$ cat src/sfc_defines.svh
// Constants for the synthesizer frequency control block
`ifndef SFC_DEFINES_SVH
`define SFC_DEFINES_SVH

// Register addresses on the serial port
`define SFC_A_STROBE 6'h00
`define SFC_A_ENABLE 6'h01
`define SFC_A_REFDIV 6'h03
`define SFC_A_INTW   6'h0f
`define SFC_A_FRACW  6'h10
`define SFC_A_MODCFG 6'h12
`define SFC_A_SWCTL  6'h14
`define SFC_A_STEP   6'h15
`define SFC_A_NSTEPS 6'h16
`define SFC_A_DWELL  6'h17
`define SFC_A_STATUS 6'h1f

// Field positions
`define SFC_B_SWRST_REGS 0
`define SFC_B_SWRST_DIG  1
`define SFC_B_DSM_RUN    13
`define SFC_B_INT_MODE   3
`define SFC_B_RAMP_EN    1
`define SFC_B_RAMP_TRIG  2
`define SFC_B_REPEAT     3
`define SFC_B_FIRST_DN   4
`define SFC_B_EXT_TRIG   5
`define SFC_B_SINGLE_STP 6
`define SFC_B_SINGLE_DIR 7
`define SFC_B_BUSY       5

// Reset values
`define SFC_R_ENABLE 24'h002000
`define SFC_R_REFDIV 24'h000001
`define SFC_R_INTW   24'h00005c
`define SFC_R_ZERO   24'h000000

// Serial frame: rising-edge counts (zero based) at which action occurs
`define SFC_CNT_RDLOAD 6'h06
`define SFC_CNT_WRLAST 6'h1e

// Timing
`define SFC_CLK_NS 25
`define SFC_POR_NS 500000
`define SFC_POR_CYC (`SFC_POR_NS / `SFC_CLK_NS)

`endif

$ cat src/sfc_pkg.sv
// Types shared by the synthesizer frequency control block
`default_nettype none
package sfc_pkg;
	typedef enum logic [1:0]
	{
		SW_IDLE  = 2'b00,
		SW_RAMP  = 2'b01,
		SW_DWELL = 2'b10
	} sfc_sweep_e;
	typedef logic [23:0] sfc_word_t;
	typedef logic [39:0] sfc_freq_t;
endpackage
`default_nettype wire

$ cat src/sfc_control.sv
// Frequency, mode, reset and sweep control of a fractional-N synthesizer
// Contract
// - Starts fractional: int-mode bit clear, modulator run bit set.
// - Fractional lock uses integer word times two plus fraction over 2^23.
// - Reference is divided by low fourteen bits of reference divider.
// - Integer mode: modulator off, division from integer word only.
// - Fractional mode: fraction write hops on 31st falling serial edge.
// - Fractional mode: integer write buffered until next fraction write.
// - Integer mode: integer write hops on 31st falling serial edge.
// - Power-on reset clears all logic, done within the stated time.
// - Strobe bit 0 returns configuration registers to reset values.
// - Strobe bit 1 resets other logic, modulator included, not registers.
// - Reset pin low holds configuration registers in reset.
// - All-zero enable register powers down; sixteen separate enables.
// - Sweeper runs only while ramp enable bit is set.
// - Triggers: serial trigger bit, internal, or external pin if enabled.
// - Steps advance automatically or one per trigger in single step.
// - Sweep starts at current frequency, ends where ramp ends.
// - Each step changes frequency by step word in fractional LSBs.
// - Two-way, one-way and single-step sweep modes.
// - Bit 4 picks first direction down; bit 7 keeps that direction.
// - Without single-dir or repeat, dwell; next trigger ramps back.
// - Ramp busy high from first to last step, readable in status.
// - Repeat mode waits dwell periods, then two-way ramps back, one-way hops back and ramps again.
`default_nettype none
`include "sfc_defines.svh"

module sfc_control #(
	parameter int POR_CYCLES = `SFC_POR_CYC
) (
	input  wire logic             clk,         // 40 MHz clock
	input  wire logic             rst,         // Power-on reset, sync high
	input  wire logic             rstPinN,     // Reset pin, low active
	input  wire logic             sen,         // Serial enable
	input  wire logic             sclk,        // Serial clock, sampled
	input  wire logic             sdi,         // Serial data in
	output logic                  sdo,         // Serial data out
	input  wire logic             genOutPin3In,// External sweep trigger
	input  wire logic             refTick,     // One pulse per reference cycle
	output logic                  pfdTick,     // Divided reference pulse
	output logic [15:0]           intWord,     // Active integer word
	output sfc_pkg::sfc_word_t    fracWord,    // Active fractional word
	output logic [13:0]           refRatio,    // Reference divide ratio
	output logic                  dsmEnable,   // Modulator running
	output logic                  integerMode, // Fixed integer division
	output logic                  digReset,    // Other digital logic reset
	output logic                  hopPulse,    // New words applied
	output logic [15:0]           funcEnables, // Function enables
	output logic                  powerDown,   // All functions off
	output logic                  rampBusy,    // Sweep in progress
	output logic                  porBusy      // Power-on reset running
);
	import sfc_pkg::*;

	////////////////////////////////////////////////////////////////////////
	// Serial framing
	logic        sclkPrev_reg;
	logic [5:0]  bitCnt_reg;
	logic [29:0] shift_reg;
	logic [23:0] rdShift_reg;
	logic        sdo_reg;
	logic        hopArm_reg;
	logic        hopFrac_reg;
	wire         sRise = sen & sclk & ~sclkPrev_reg;
	wire         sFall = sen & ~sclk & sclkPrev_reg;
	wire [30:0]  frame = {shift_reg, sdi};
	wire         wrEv  = sRise && bitCnt_reg == `SFC_CNT_WRLAST && !frame[30];
	wire [5:0]   wrAddr = frame[29:24];
	wire [23:0]  wrData = frame[23:0];
	wire         rdLoad = sRise && bitCnt_reg == `SFC_CNT_RDLOAD && frame[6];

	function automatic logic hit(input logic [5:0] a, input logic [5:0] want);
		hit = wrEv && a == want;
	endfunction

	always_ff @(posedge clk)
	begin
		sclkPrev_reg <= rst ? 1'b0 : sclk;
		if (rst || !sen)
			bitCnt_reg <= 6'h00;
		else if (sRise)
			bitCnt_reg <= bitCnt_reg + 6'h01;
		if (rst)
			shift_reg <= '0;
		else if (sRise)
			shift_reg <= frame[29:0];
	end

	////////////////////////////////////////////////////////////////////////
	// Configuration registers
	logic [23:0] enable_reg, refDiv_reg, intBuf_reg, frac_reg, modCfg_reg;
	logic [23:0] swCtl_reg, step_reg, nSteps_reg, dwell_reg;
	wire softRegs = hit(wrAddr, `SFC_A_STROBE) && wrData[`SFC_B_SWRST_REGS];
	wire softDig  = hit(wrAddr, `SFC_A_STROBE) && wrData[`SFC_B_SWRST_DIG];
	wire cfgClr   = rst || !rstPinN || softRegs;
	wire digClr   = rst || softDig;

	always_ff @(posedge clk)
	begin
		if (cfgClr)
		begin
			enable_reg <= `SFC_R_ENABLE;
			refDiv_reg <= `SFC_R_REFDIV;
			intBuf_reg <= `SFC_R_INTW;
			frac_reg   <= `SFC_R_ZERO;
			modCfg_reg <= `SFC_R_ZERO;
			swCtl_reg  <= `SFC_R_ZERO;
			step_reg   <= `SFC_R_ZERO;
			nSteps_reg <= `SFC_R_ZERO;
			dwell_reg  <= `SFC_R_ZERO;
		end
		else if (wrEv)
		begin
			if (wrAddr == `SFC_A_ENABLE)
				enable_reg <= wrData;
			else if (wrAddr == `SFC_A_REFDIV)
				refDiv_reg <= wrData;
			else if (wrAddr == `SFC_A_INTW)
				intBuf_reg <= wrData;
			else if (wrAddr == `SFC_A_FRACW)
				frac_reg <= wrData;
			else if (wrAddr == `SFC_A_MODCFG)
				modCfg_reg <= wrData;
			else if (wrAddr == `SFC_A_SWCTL)
				swCtl_reg <= wrData;
			else if (wrAddr == `SFC_A_STEP)
				step_reg <= wrData;
			else if (wrAddr == `SFC_A_NSTEPS)
				nSteps_reg <= wrData;
			else if (wrAddr == `SFC_A_DWELL)
				dwell_reg <= wrData;
		end
	end

	assign integerMode = modCfg_reg[`SFC_B_INT_MODE];
	assign dsmEnable   = !integerMode && enable_reg[`SFC_B_DSM_RUN];
	assign funcEnables = enable_reg[15:0];
	assign powerDown   = enable_reg[15:0] == 16'h0000;
	assign refRatio    = refDiv_reg[13:0];

	////////////////////////////////////////////////////////////////////////
	// Reference divider; zero ratio behaves as one
	logic [13:0] refCnt_reg;
	wire         refWrap = refTick && (refCnt_reg + 14'h0001 >= refRatio);
	always_ff @(posedge clk)
	begin
		if (digClr || refWrap)
			refCnt_reg <= 14'h0000;
		else if (refTick)
			refCnt_reg <= refCnt_reg + 14'h0001;
	end
	assign pfdTick = refWrap;

	////////////////////////////////////////////////////////////////////////
	// Power-on timer and digital reset pulse
	logic [31:0] porCnt_reg;
	logic        digReset_reg;
	always_ff @(posedge clk)
	begin
		if (rst)
			porCnt_reg <= 32'(POR_CYCLES);
		else if (porCnt_reg != 32'h0)
			porCnt_reg <= porCnt_reg - 32'h1;
		digReset_reg <= digClr;
	end
	assign porBusy  = porCnt_reg != 32'h0;
	assign digReset = digReset_reg;

	////////////////////////////////////////////////////////////////////////
	// Sweeper
	sfc_sweep_e  state_reg;
	logic        dirDn_reg, atStart_reg, gpoPrev_reg;
	logic [23:0] stepCnt_reg, dwellCnt_reg;
	sfc_freq_t   startWord_reg, word_reg;
	wire rampEn   = swCtl_reg[`SFC_B_RAMP_EN];
	// Enable value as written this cycle, so one write can enable and trigger
	wire rampEnNow = hit(wrAddr, `SFC_A_SWCTL) ? wrData[`SFC_B_RAMP_EN] : rampEn;
	wire repeatEn = swCtl_reg[`SFC_B_REPEAT];
	wire singleSt = swCtl_reg[`SFC_B_SINGLE_STP];
	wire singleDr = swCtl_reg[`SFC_B_SINGLE_DIR];
	wire trigSer  = hit(wrAddr, `SFC_A_SWCTL) && wrData[`SFC_B_RAMP_TRIG];
	wire trigExt  = swCtl_reg[`SFC_B_EXT_TRIG] && genOutPin3In && !gpoPrev_reg;
	wire trigInt  = repeatEn && state_reg == SW_IDLE;
	wire trig     = rampEnNow && (trigSer || trigExt || trigInt);
	wire stepEv   = singleSt ? trig : pfdTick;
	wire hopBack  = singleDr && !atStart_reg;
	wire startR   = state_reg == SW_IDLE && trig && !hopBack;
	wire doStep   = startR || (state_reg == SW_RAMP && stepEv);
	wire lastStep = doStep && (stepCnt_reg + 24'h1 >= nSteps_reg);
	wire dwellEnd = state_reg == SW_DWELL && dwellCnt_reg >= dwell_reg;
	wire [39:0] stepAmt = {16'h0000, step_reg};
	wire [39:0] stepped = dirDn_reg ? word_reg - stepAmt : word_reg + stepAmt;

	always_ff @(posedge clk)
	begin
		gpoPrev_reg <= digClr ? 1'b0 : genOutPin3In;
		if (digClr || !rampEnNow)
		begin
			state_reg   <= SW_IDLE;
			dirDn_reg   <= swCtl_reg[`SFC_B_FIRST_DN];
			atStart_reg <= 1'b1;
			stepCnt_reg <= 24'h0;
		end
		else if (state_reg == SW_IDLE && trig && hopBack)
		begin
			atStart_reg <= 1'b1;
			dirDn_reg   <= swCtl_reg[`SFC_B_FIRST_DN];
		end
		else if (lastStep)
		begin
			state_reg   <= repeatEn ? SW_DWELL : SW_IDLE;
			atStart_reg <= 1'b0;
			dirDn_reg   <= singleDr ? dirDn_reg : !dirDn_reg;
			stepCnt_reg <= 24'h0;
		end
		else if (doStep)
		begin
			state_reg   <= SW_RAMP;
			stepCnt_reg <= stepCnt_reg + 24'h1;
		end
		else if (dwellEnd)
			state_reg <= SW_IDLE;
		if (state_reg != SW_DWELL)
			dwellCnt_reg <= 24'h0;
		else if (pfdTick)
			dwellCnt_reg <= dwellCnt_reg + 24'h1;
		if (digClr)
			startWord_reg <= '0;
		else if (startR && atStart_reg)
			startWord_reg <= word_reg;
	end
	assign rampBusy = state_reg == SW_RAMP;

	////////////////////////////////////////////////////////////////////////
	// Hop: both words move as one 40-bit register
	wire serHop = hopArm_reg && sFall;
	wire [39:0] hopWord = hopFrac_reg ? {intBuf_reg[15:0], frac_reg}
		: {intBuf_reg[15:0], word_reg[23:0]};
	logic hopPulse_reg;

	always_ff @(posedge clk)
	begin
		if (digClr || !sen)
			hopArm_reg <= 1'b0;
		else if (wrEv && (wrAddr == `SFC_A_FRACW) && !integerMode)
			hopArm_reg <= 1'b1;
		else if (wrEv && (wrAddr == `SFC_A_INTW) && integerMode)
			hopArm_reg <= 1'b1;
		else if (sFall)
			hopArm_reg <= 1'b0;
		if (digClr)
			hopFrac_reg <= 1'b0;
		else if (wrEv)
			hopFrac_reg <= !integerMode;
		if (digClr)
			word_reg <= 40'({`SFC_R_INTW, `SFC_R_ZERO});
		else if (serHop)
			word_reg <= hopWord;
		else if (state_reg == SW_IDLE && trig && hopBack)
			word_reg <= startWord_reg;
		else if (doStep)
			word_reg <= stepped;
		hopPulse_reg <= serHop;
	end
	assign intWord  = word_reg[39:24];
	assign fracWord = word_reg[23:0];
	assign hopPulse = hopPulse_reg;

	////////////////////////////////////////////////////////////////////////
	// Read-back; shifted out on falling edges
	wire [5:0]  rdAddr = frame[5:0];
	wire [23:0] status = 24'(rampBusy) << `SFC_B_BUSY;
	wire [23:0] rdVal  =
		rdAddr == `SFC_A_ENABLE ? enable_reg :
		rdAddr == `SFC_A_REFDIV ? refDiv_reg :
		rdAddr == `SFC_A_INTW   ? intBuf_reg :
		rdAddr == `SFC_A_FRACW  ? frac_reg   :
		rdAddr == `SFC_A_MODCFG ? modCfg_reg :
		rdAddr == `SFC_A_SWCTL  ? swCtl_reg  :
		rdAddr == `SFC_A_STEP   ? step_reg   :
		rdAddr == `SFC_A_NSTEPS ? nSteps_reg :
		rdAddr == `SFC_A_DWELL  ? dwell_reg  :
		rdAddr == `SFC_A_STATUS ? status     : `SFC_R_ZERO;

	always_ff @(posedge clk)
	begin
		if (rst)
		begin
			rdShift_reg <= '0;
			sdo_reg     <= 1'b0;
		end
		else if (rdLoad)
			rdShift_reg <= rdVal;
		else if (sFall)
		begin
			sdo_reg     <= rdShift_reg[23];
			rdShift_reg <= {rdShift_reg[22:0], 1'b0};
		end
	end
	assign sdo = sdo_reg;
endmodule
`default_nettype wire

$ cat config.mk
export PLATFORM = sky130hd
export DESIGN_NAME = sfc_control
export DESIGN_NICKNAME = d
export VERILOG_FILES = /design/src/sfc_pkg.sv /design/src/sfc_control.sv
export VERILOG_INCLUDE_DIRS = /design/src
export SDC_FILE = /design/constraint.sdc
export NUM_CORES = 1
export LEC_CHECK = 0
export BUFFER_PORTS_ARGS = -buffer_cell sky130_fd_sc_hd__buf_4
export CAP_MARGIN = 20
export CORE_MARGIN = 2
export CORE_UTILIZATION = 55
export DETAILED_ROUTE_END_ITERATION = 10
export PLACE_DENSITY = 0.85
export SLEW_MARGIN = 20
export SYNTH_ARGS = -nofsm -noshare
export SYNTH_HDL_FRONTEND = slang
export SYNTH_SLANG_ARGS = --single-unit
$ cat constraint.sdc
create_clock -name clk -period 4.75 [get_ports clk]
set_clock_uncertainty 0.15 [all_clocks]
set_input_delay 0 -clock clk [delete_from_list [all_inputs] [get_ports clk]]
set_output_delay 0 -clock clk [all_outputs]
set_load 0.01 [all_outputs]
; ---- Yosys cells after proc, flatten, opt, wreduce, memory -nomap -nowiden
; Index checks and enable logic that the tools add are counted.
[totals]
ff_bits = 461
latch_bits = 0
ram_bits = 0
rom_bits = 0
inputBits = 8
out_inout_bits = 79
elab_cells = 185
mem_count = 0
[classes]
addsub = 7
multipliers = 0
div = 0
magnitude_cmp = 3
n_eq_ne = 26
shift = 0
muxes = 32
bitwise_logic = 16
n_reduce_logical = 72
[op_table]
columns = op, count
row1 = 24-bit two-way mux, 14
row2 = 40-bit two-way mux, 4
row3 = 6-bit by 5-bit equality test with 1-bit output (second input constant), 14
row4 = 24-bit by 1-bit adder with 24-bit output (second input constant), 2
row5 = 24-bit >= comparator, 2
row6 = 40-bit by 24-bit adder with 40-bit output, 1
row7 = 40-bit by 24-bit subtractor with 40-bit output, 1
row8 = 32-bit nonzero test, 1
row9 = 32-bit by 1-bit subtractor with 32-bit output (second input constant), 1
row10 = 1-bit logical AND, 28
row11 = 16-bit zero test, 1
row12 = 14-bit by 1-bit adder with 14-bit output (second input constant), 1
row13 = 14-bit >= comparator, 1
row14 = 6-bit by 1-bit equality test with 1-bit output (second input constant), 2
row15 = 6-bit by 2-bit equality test with 1-bit output (second input constant), 2
row16 = 6-bit by 4-bit equality test with 1-bit output (second input constant), 2
row17 = 1-bit NOT, 12
row18 = 2-bit AND reduction, 6
row19 = 3-bit nonzero test, 4
row20 = 1-bit logical OR, 10
row21 = 10-bit AND reduction, 1
row22 = 1-bit zero test, 9
row23 = 1-bit two-way mux, 9
row24 = 9-bit AND reduction, 1
row25 = 19 further kinds, 27

; ---- Depth between registers and ports, before layout
; Gate-level depths: netlist of the first run.
[depth]
word_depth = 16
depth_mapped = 21
ltp_nobuf = 18

; ---- Worst setup path before layout of the first run
; OpenSTA, ideal clock, no wires.
[synth_timing]
path_type = register to register
start = register step_reg[2]
end = register word_reg[38]
setup_ps = 135
t_arrival_ps = 4219
required_time_ps = 4465
path_slack_ps = 246
stages_incl_launch_ff = 21
n_path_buf = 2
period_less_slack_ps = 4504
cell_sequence = dfxtp_1 > clkbuf_1 > or4_1 > nor3_1 > nand2_1 > nor3_1 > nand3b_1 > nor2_1 > a21oi_1 > nor2_1 > ha_1 > clkbuf_1 > and4_1 > and3_1 > nor2_1 > o221a_2 > a31oi_1 > a21oi_1 > xnor2_1 > a2111oi_0 > nor4_1
[synth_between]
elab_chain_cells = 5
elab_cells_between_ends = 6
cone_classes = add/sub (2) / mux (4)
[synth_lines]
columns = item, line
row1 = from (decl), sfc_control.sv:92  ; logic [23:0] swCtl_reg, step_reg, nSteps_reg, dwell_reg;
row2 = from (signal assigned), sfc_control.sv:108  ; step_reg <= `SFC_R_ZERO;
row3 = from (signal assigned), sfc_control.sv:127  ; step_reg <= wrData;
row4 = 40-bit by 24-bit adder with 40-bit output / 40-bit by 24-bit subtractor with 40-bit output (equally long branches), sfc_control.sv:192  ; wire [39:0] stepped = dirDn_reg ? word_reg - stepAmt : word_reg + stepAmt;
row5 = 40-bit two-way mux (*), sfc_control.sv:192
row6 = 40-bit two-way mux (*), sfc_control.sv:261  ; else if (doStep)
row7 = 40-bit two-way mux (*), sfc_control.sv:259  ; else if (state_reg == SW_IDLE && trig && hopBack)
row8 = 40-bit two-way mux (*), sfc_control.sv:257  ; else if (serHop)
row9 = to (signal assigned), sfc_control.sv:258  ; word_reg <= hopWord;
row10 = to (signal assigned), sfc_control.sv:260  ; word_reg <= startWord_reg;
row11 = to (signal assigned), sfc_control.sv:262  ; word_reg <= stepped;
row12 = to (decl), sfc_control.sv:174  ; sfc_freq_t startWord_reg, word_reg;
; Mark *: on every way between the ends. The rest lies on a longest branch, timed or not. The select of a mux whose other input is x is not followed.
; A chain may end at the register's enable or synchronous reset.

; ---- Worst setup path after layout of the first run
[layout_timing]
start = register step_reg[3]
end = register word_reg[35]
; Same word-level chain as after synthesis.

==> out/qor.yml, run 1 <==
synth-seq-cells: 461
fin_crit_period_ns: 4.41
yosys_warnings: 0
synth_cell_types: 79
power.leakage_nw: 10.1
routabilityCongestion: 0.974
yosys_most_used_dff: "sky130_fd_sc_hd__dfxtp_1"
number_of_antenna_violations_at_the_first_check_in_global_routing: 0
fp.dieH_um: 215
worst_ep_arrival_time_ns: 4.78
wire_length_of_the_first_global_routing_pass_um: 117000
cts_buffers: 48
drc_errors: 0
endpoint_kind: "register"
clock_share_of_power_pct: 49.2
synth_seq_area_share_pct: 37.6
layout-drive-gt1-share_pct: 10.5
synth-async-reset-ratio_pct: 0
syn-num-nets: 3284
detail_routed_net_length_per_standard_cell_um: 19.8
cts.root.buffer_cell: "sky130_fd_sc_hd__clkbuf_16"
drt-pass1-iter-count: 7
hold_viol: 0
hold_path_startpoint: "genOutPin3In"
postSynthCellCount: 3167
fp.dieArea_um2: 46400
switching_share_pct: 22.3
hp-class: "input port to register"
grt_max_degree: 76
tightestPinTransition_ns: 1.07
outcome: "finished clean"
synth-edff-count: 1
crit_path_required_time_ns: 5.12
buffers_added_on_ports: 86
global_route.overflow_total: 0
combPwrFrac_pct: 2.5
placeableCoreArea_um2: 44100
internal_power_w: 0.00627
fmaxAchievable_ghz: 0.227
timing.critical_path.fanout_max: 7
final_setup_violations: 0
place_inst: 3662
summed_negative_setup_slack_over_all_endpoints_ns: 0
pin_count: 87
r2r_start: "step_reg[3]$_SDFFE_PP0P_"
globalRouteTotalUtil_pct: 31.2
vdd.ir_drop.worst_mv: 0.236
drtAntennaViolNets: 0
synth.cell_area_um2: 24600
tritoncts_clock_tree: "yes"
pwr-share-seq_pct: 48.3
finalInstanceArea_um2: 27400
utilization_pct: 62.0
layout_stage_area_growth_over_the_synthesis_result_pct: 11.4
pwr_density_cell_nw_per_um2: 295
cts_max_path_buffers: 3
slew_violations: 0
start_kind: "register"
slew_headroom_pct: 28.0
cap_viol_max_count: 0
fp.dieW_um: 215
placed_cell_area_um2: 25500
path_clk_slew_ns: 0.06
grt_pass1_vias: 21300
synth_area_per_cell_um2: 7.76
detail_route.vias_per_cell: 6.18
detailroute.via_count: 23200
cts-htree-levels: 2
nets: 3247
rows: 77
final-instance-count-excl-fill: 3759
clkLatencyLatePin_ns: 0.61
floorplan.initialDensity_pct: 55.7
timing.critical_path.from: "step_reg[3]$_SDFFE_PP0P_"
rsz_0062_raised_after_global_routing: "false"
clock-sinks: 461
fin_crit_sh_pct: 92.8
worst-setup-path-type: "register to register"
detailed_route_iter0_violations: 2771
dp.final_hpwl_um: 51000
total_switching_power_w: 0.00180
postRouteWirelength_um: 74400
==> per-stage QoR <==
stage | worst slack, ns | power [W] | hold slack (ns)
after floorplan | 0.246 | 0.00412 | -0.0283
after global placement | 0.257 | 0.00417 | 0.0756
after detailed placement | 0.180 | 0.00418 | 0.0907
after CTS | 0.118 | 0.00809 | 0.0196
after global routing | 0.0350 | 0.00827 | 0.0574
final | 0.341 | 0.00807 | 0.0251
==> cell type report <==
class	instances	area [um2]
inverters	94	353
clock buffers	63	1310
repair buffers	167	1370
clock inverters	23	339
multi-input cells	2358	14000
fillers	3748	16800
well taps	592	741
flip-flops and latches	461	9240
diodes	1	2.50
==> power groups by stage <==
stage	logic (W)	clock network [W]	registers [W]
after floorplan	0.000135	0	0.00398
after global placement	0.000188	0	0.00399
after detailed placement	0.000189	0	0.00399
after CTS	0.000195	0.00399	0.00390
after global routing	0.000214	0.00416	0.00390
final	0.000198	0.00397	0.00390
==> synth_stat cells, types with 42 or more instances <==
cell type	count	share of area, %
sky130_fd_sc_hd__ha_1	108	5.5
sky130_fd_sc_hd__nand3_1	67	1.4
sky130_fd_sc_hd__nand2_1	617	9.4
sky130_fd_sc_hd__o21ai_0	81	1.6
sky130_fd_sc_hd__mux2_2	44	2.0
sky130_fd_sc_hd__dfxtp_1	460	37
sky130_fd_sc_hd__inv_1	93	1.4
sky130_fd_sc_hd__nor2_1	293	4.5
sky130_fd_sc_hd__xnor2_1	88	3.1
sky130_fd_sc_hd__a21oi_1	387	7.9
sky130_fd_sc_hd__clkbuf_1	194	3.0
sky130_fd_sc_hd__xor2_1	56	2.0
sky130_fd_sc_hd__a21o_1	44	1.3
sky130_fd_sc_hd__mux2i_1	45	1.8
sky130_fd_sc_hd__a221oi_1	70	2.5
sky130_fd_sc_hd__nor3_1	44	0.90
sky130_fd_sc_hd__o211ai_1	42	1.3
==> path summary, 6_finish.rpt <==
path	to	slack [ns]	cells after the start
max reg2reg	word_reg[35]$_SDFFE_PP0P_	0.34	18
min reg2reg	refDiv_reg[19]$_SDFFE_PP0P_	0.30	2
min	gpoPrev_reg$_SDFF_PP0_	0.03	3
max	word_reg[35]$_SDFFE_PP0P_	0.34	18
==> kinds of logic (layout without fill, tap and decap cells) <==
logic type	after synthesis	count (layout)	synth area share, %
buffers and inverters	349	347	5.93
other	0	1	0
adders and majority gates	109	109	5.58
muxes	91	91	4.03
and+or+nand+nor	1233	1234	22.0
AOI/OAI and AO/OA	780	780	19.7
xor gates and xnor gates	144	144	5.13
DFF	461	461	37.6
==> routing by layer <==
metal	vias up	global-route usage [%]	routed length, um
met3	248	5.16	7000
met2	1126	48.2	32600
met4	0	17.8	4410
met5	-	0	0
li1	10900	-	-
met1	10900	41.4	30400
==> worst max-delay path, cell delays in order, from the launching register on <==
cell                        delay [ns]
sky130_fd_sc_hd__dfxtp_1          0.36
sky130_fd_sc_hd__or4_1            0.56
sky130_fd_sc_hd__nor3_2           0.20
sky130_fd_sc_hd__nand2_1          0.10
sky130_fd_sc_hd__nor3_2           0.14
sky130_fd_sc_hd__nand3b_1         0.12
sky130_fd_sc_hd__nor2_1           0.18
sky130_fd_sc_hd__a21oi_1          0.20
sky130_fd_sc_hd__xnor2_1          0.18
sky130_fd_sc_hd__ha_1             0.41
sky130_fd_sc_hd__a21oi_1          0.09
sky130_fd_sc_hd__o21ai_0          0.26
sky130_fd_sc_hd__o2111ai_1        0.16
sky130_fd_sc_hd__a21oi_1          0.32
sky130_fd_sc_hd__o21ai_0          0.17
sky130_fd_sc_hd__a211oi_1         0.32
sky130_fd_sc_hd__nor3_1           0.08
sky130_fd_sc_hd__nand3b_1         0.17
sky130_fd_sc_hd__a31oi_1          0.17
==> timing repair <==
item                                   4_1_cts  5_1_grt
hold buffers                                 7        0
endpoints found under the hold margin       95        0
resized for setup                            0       11
buffers inserted                             0        2
setup endpoints to repair                    0       35
==> cells in the final DEF (no fill, tap or decap), types with 33 or more instances in the layout <==
cell type	synthesis	final
sky130_fd_sc_hd__a221oi_1	70	70
sky130_fd_sc_hd__nor3_1	44	39
sky130_fd_sc_hd__a21oi_1	387	385
sky130_fd_sc_hd__inv_1	93	93
sky130_fd_sc_hd__nand2_1	617	616
sky130_fd_sc_hd__clkbuf_16	0	48
sky130_fd_sc_hd__ha_1	108	108
sky130_fd_sc_hd__a22oi_1	33	33
sky130_fd_sc_hd__buf_4	33	152
sky130_fd_sc_hd__nand3_1	67	67
sky130_fd_sc_hd__xnor2_1	88	88
sky130_fd_sc_hd__o211ai_1	42	42
sky130_fd_sc_hd__xor2_1	56	56
sky130_fd_sc_hd__mux2_2	44	44
sky130_fd_sc_hd__nor2_1	293	292
sky130_fd_sc_hd__o21ai_0	81	80
sky130_fd_sc_hd__dfxtp_1	460	459
sky130_fd_sc_hd__a21o_1	44	43
sky130_fd_sc_hd__mux2i_1	45	45
(Power assumes the default switching activity.)
==> inputs of run 2 (changes only) <==
- REMOVE_ABC_BUFFERS: not set -> 1
==> run 2 against run 1 <==
  * Count of clock-buffer cells in the layout increased by 3
  * Largest cell class unchanged
  * Routed wire length increased by 2.0%
  * Design area increased by 0.32%
  * Die area unchanged
  * Critical endpoint is now word_reg[33]$_SDFFE_PP0P_
  * Final cell count about the same
  * Hold slack got worse by 0.00098 ns
  * Sequential share of layout area decreased by 0.11 points
  * First-iteration DRC count decreased by 5.4%
  * Sequential cell count unchanged
  * Non-clock buffer count decreased by 8
  * Power increased by 3.9%
==> out/qor.yml, run 2 (synthesized netlist as in run 1, its figures left out) <==
crit_path_top_delay_cell: "sky130_fd_sc_hd__or4_1"
number_of_antenna_violations_at_the_first_check_in_global_routing: 1
cts_buffers: 51
slew_headroom_pct: 27.4
layout_commonest_cell: "sky130_fd_sc_hd__nand2_1"
vdd.ir_drop.worst_mv: 0.296
fp.dieH_um: 215
placed_cell_area_um2: 25500
layout_stage_area_growth_over_the_synthesis_result_pct: 11.7
diodes: 0
clock-sinks: 461
fmaxAchievable_ghz: 0.226
detail_route.vias_per_cell: 6.23
postRouteWirelength_um: 75900
pwr_density_cell_nw_per_um2: 305
layout-drive-gt1-share_pct: 10.5
nets: 3242
slew_violations: 0
clock_share_of_power_pct: 51.1
worst_ep_arrival_time_ns: 4.82
grt_max_degree: 88
fillers: 3761
worst-setup-path-type: "register to register"
detail_routed_net_length_per_standard_cell_um: 20.2
grt_pass1_vias: 21300
outcome: "finished clean"
detailroute.via_count: 23400
rows: 77
pin_count: 87
fp.dieW_um: 215
tritoncts_clock_tree: "yes"
cap_viol_max_count: 0
tightestPinTransition_ns: 1.09
drt-pass1-iter-count: 7
fin_crit_sh_pct: 93.3
wire_length_of_the_first_global_routing_pass_um: 118000
clkLatencyLatePin_ns: 0.63
utilization_pct: 62.2
fp.dieArea_um2: 46400
dp.final_hpwl_um: 51000
area_of_the_multi_input_gates_um2: 14000
final-instance-count-excl-fill: 3756
buffers_added_on_ports: 86
pwr-share-seq_pct: 46.5
detailed_route_iter0_violations: 2622
cts_max_path_buffers: 3
timing.critical_path.cells: "or4_1, nor3_4, nand2_1, nor3_2, nand3b_1, nor2_1, a21oi_1, nor2_1, ha_1, buf_4, a21oi_1, o21ai_0, a32oi_1, o211ai_1, o21ai_0, nor4b_2, a21oi_1, or3_1, a21oi_1"
place_inst: 3654
finalInstanceArea_um2: 27500
hold_viol: 0
combPwrFrac_pct: 2.4
global_route.overflow_total: 0
internal_power_w: 0.00651
critical_path.most_common_cell: "sky130_fd_sc_hd__a21oi_1"
regArea_um2: 9240
most_frequent_cells_in_the_layout: "sky130_fd_sc_hd__nand2_1 (616), sky130_fd_sc_hd__dfxtp_1 (459), sky130_fd_sc_hd__a21oi_1 (385)"
cpPeakStageDelay_ns: 0.59
path_clk_slew_ns: 0.06
drtAntennaViolNets: 0
cts-htree-levels: 2
fin_crit_period_ns: 4.43
cts_setup_buffers: 0
drc_errors: 0
start_kind: "register"
placeableCoreArea_um2: 44100
floorplan.initialDensity_pct: 55.7
endpoint_kind: "register"
crit_path_required_time_ns: 5.14
total_switching_power_w: 0.00187
final_setup_violations: 0
hp-class: "input port to register"
cts.root.buffer_cell: "sky130_fd_sc_hd__clkbuf_16"
globalRouteTotalUtil_pct: 31.6
switching_share_pct: 22.3
routabilityCongestion: 0.943
timing.critical_path.fanout_max: 6
power.leakage_nw: 10.1
[run 2: critical path: cells and delay by family (launching register included)]
kind | cells | cell delay [ns]
buffers and inverters | 1 | 0.17
adders and majority gates | 1 | 0.24
and+or+nand+nor | 9 | 2.09
DFF | 1 | 0.36
AOI/OAI and AO/OA | 8 | 1.35
[run 2: repair_timing]
action	CTS	global route
resized for setup	0	16
endpoints found under the setup margin	0	42
hold buffers	9	0
endpoints found under the hold margin	93	0
[run 2: through the flow]
step | TNS, ns | worst slack [ns] | power (W) | hold WS, ns
2_1_floorplan | -176.27 | -0.725 | 0.00409 | -0.0809
3_3_place_gp | 0 | 0.198 | 0.00417 | 0.102
3_5_place_dp | 0 | 0.135 | 0.00418 | 0.109
4_1_cts | 0 | 0.0470 | 0.00840 | 0.00760
5_1_grt | -0.713 | -0.104 | 0.00858 | 0.0513
6_report | 0 | 0.320 | 0.00838 | 0.0242
[run 2: area by class of cell]
cell class / count / area share, %
clock inverters: 26 / 1.45
clock buffers: 66 / 5.07
multi-input cells: 2358 / 51.1
flip-flops and latches: 461 / 33.7
repair buffers: 159 / 4.70
inverters: 94 / 1.28
well taps: 592 / 2.70
[run 2: final timing paths]
kind,start,to,slack [ns],cells past startpoint
max,step_reg[3]$_SDFFE_PP0P_,word_reg[33]$_SDFFE_PP0P_,0.32,19
min,genOutPin3In,gpoPrev_reg$_SDFF_PP0_,0.02,3
max reg2reg,step_reg[3]$_SDFFE_PP0P_,word_reg[33]$_SDFFE_PP0P_,0.32,19
min reg2reg,refDiv_reg[19]$_SDFFE_PP0P_,refDiv_reg[19]$_SDFFE_PP0P_,0.30,2
[run 2: power groups by stage]
stage	Sequential (W)	Clock, W	Combinational [W]
finish	0.00390	0.00428	0.000202
global route	0.00390	0.00446	0.000218
CTS	0.00390	0.00430	0.000198
detailed placement	0.00398	0	0.000191
global placement	0.00398	0	0.000189
floorplan	0.00399	0	0.000102
[run 2: per-layer routing]
layer	share of wire [%]	vias up	GRT usage, %
met4	6.2	2	18.4
met2	43	1314	47.5
li1	-	10900	-
met1	39	10900	42.3
met3	12	254	6.33
met5	0.017	-	0
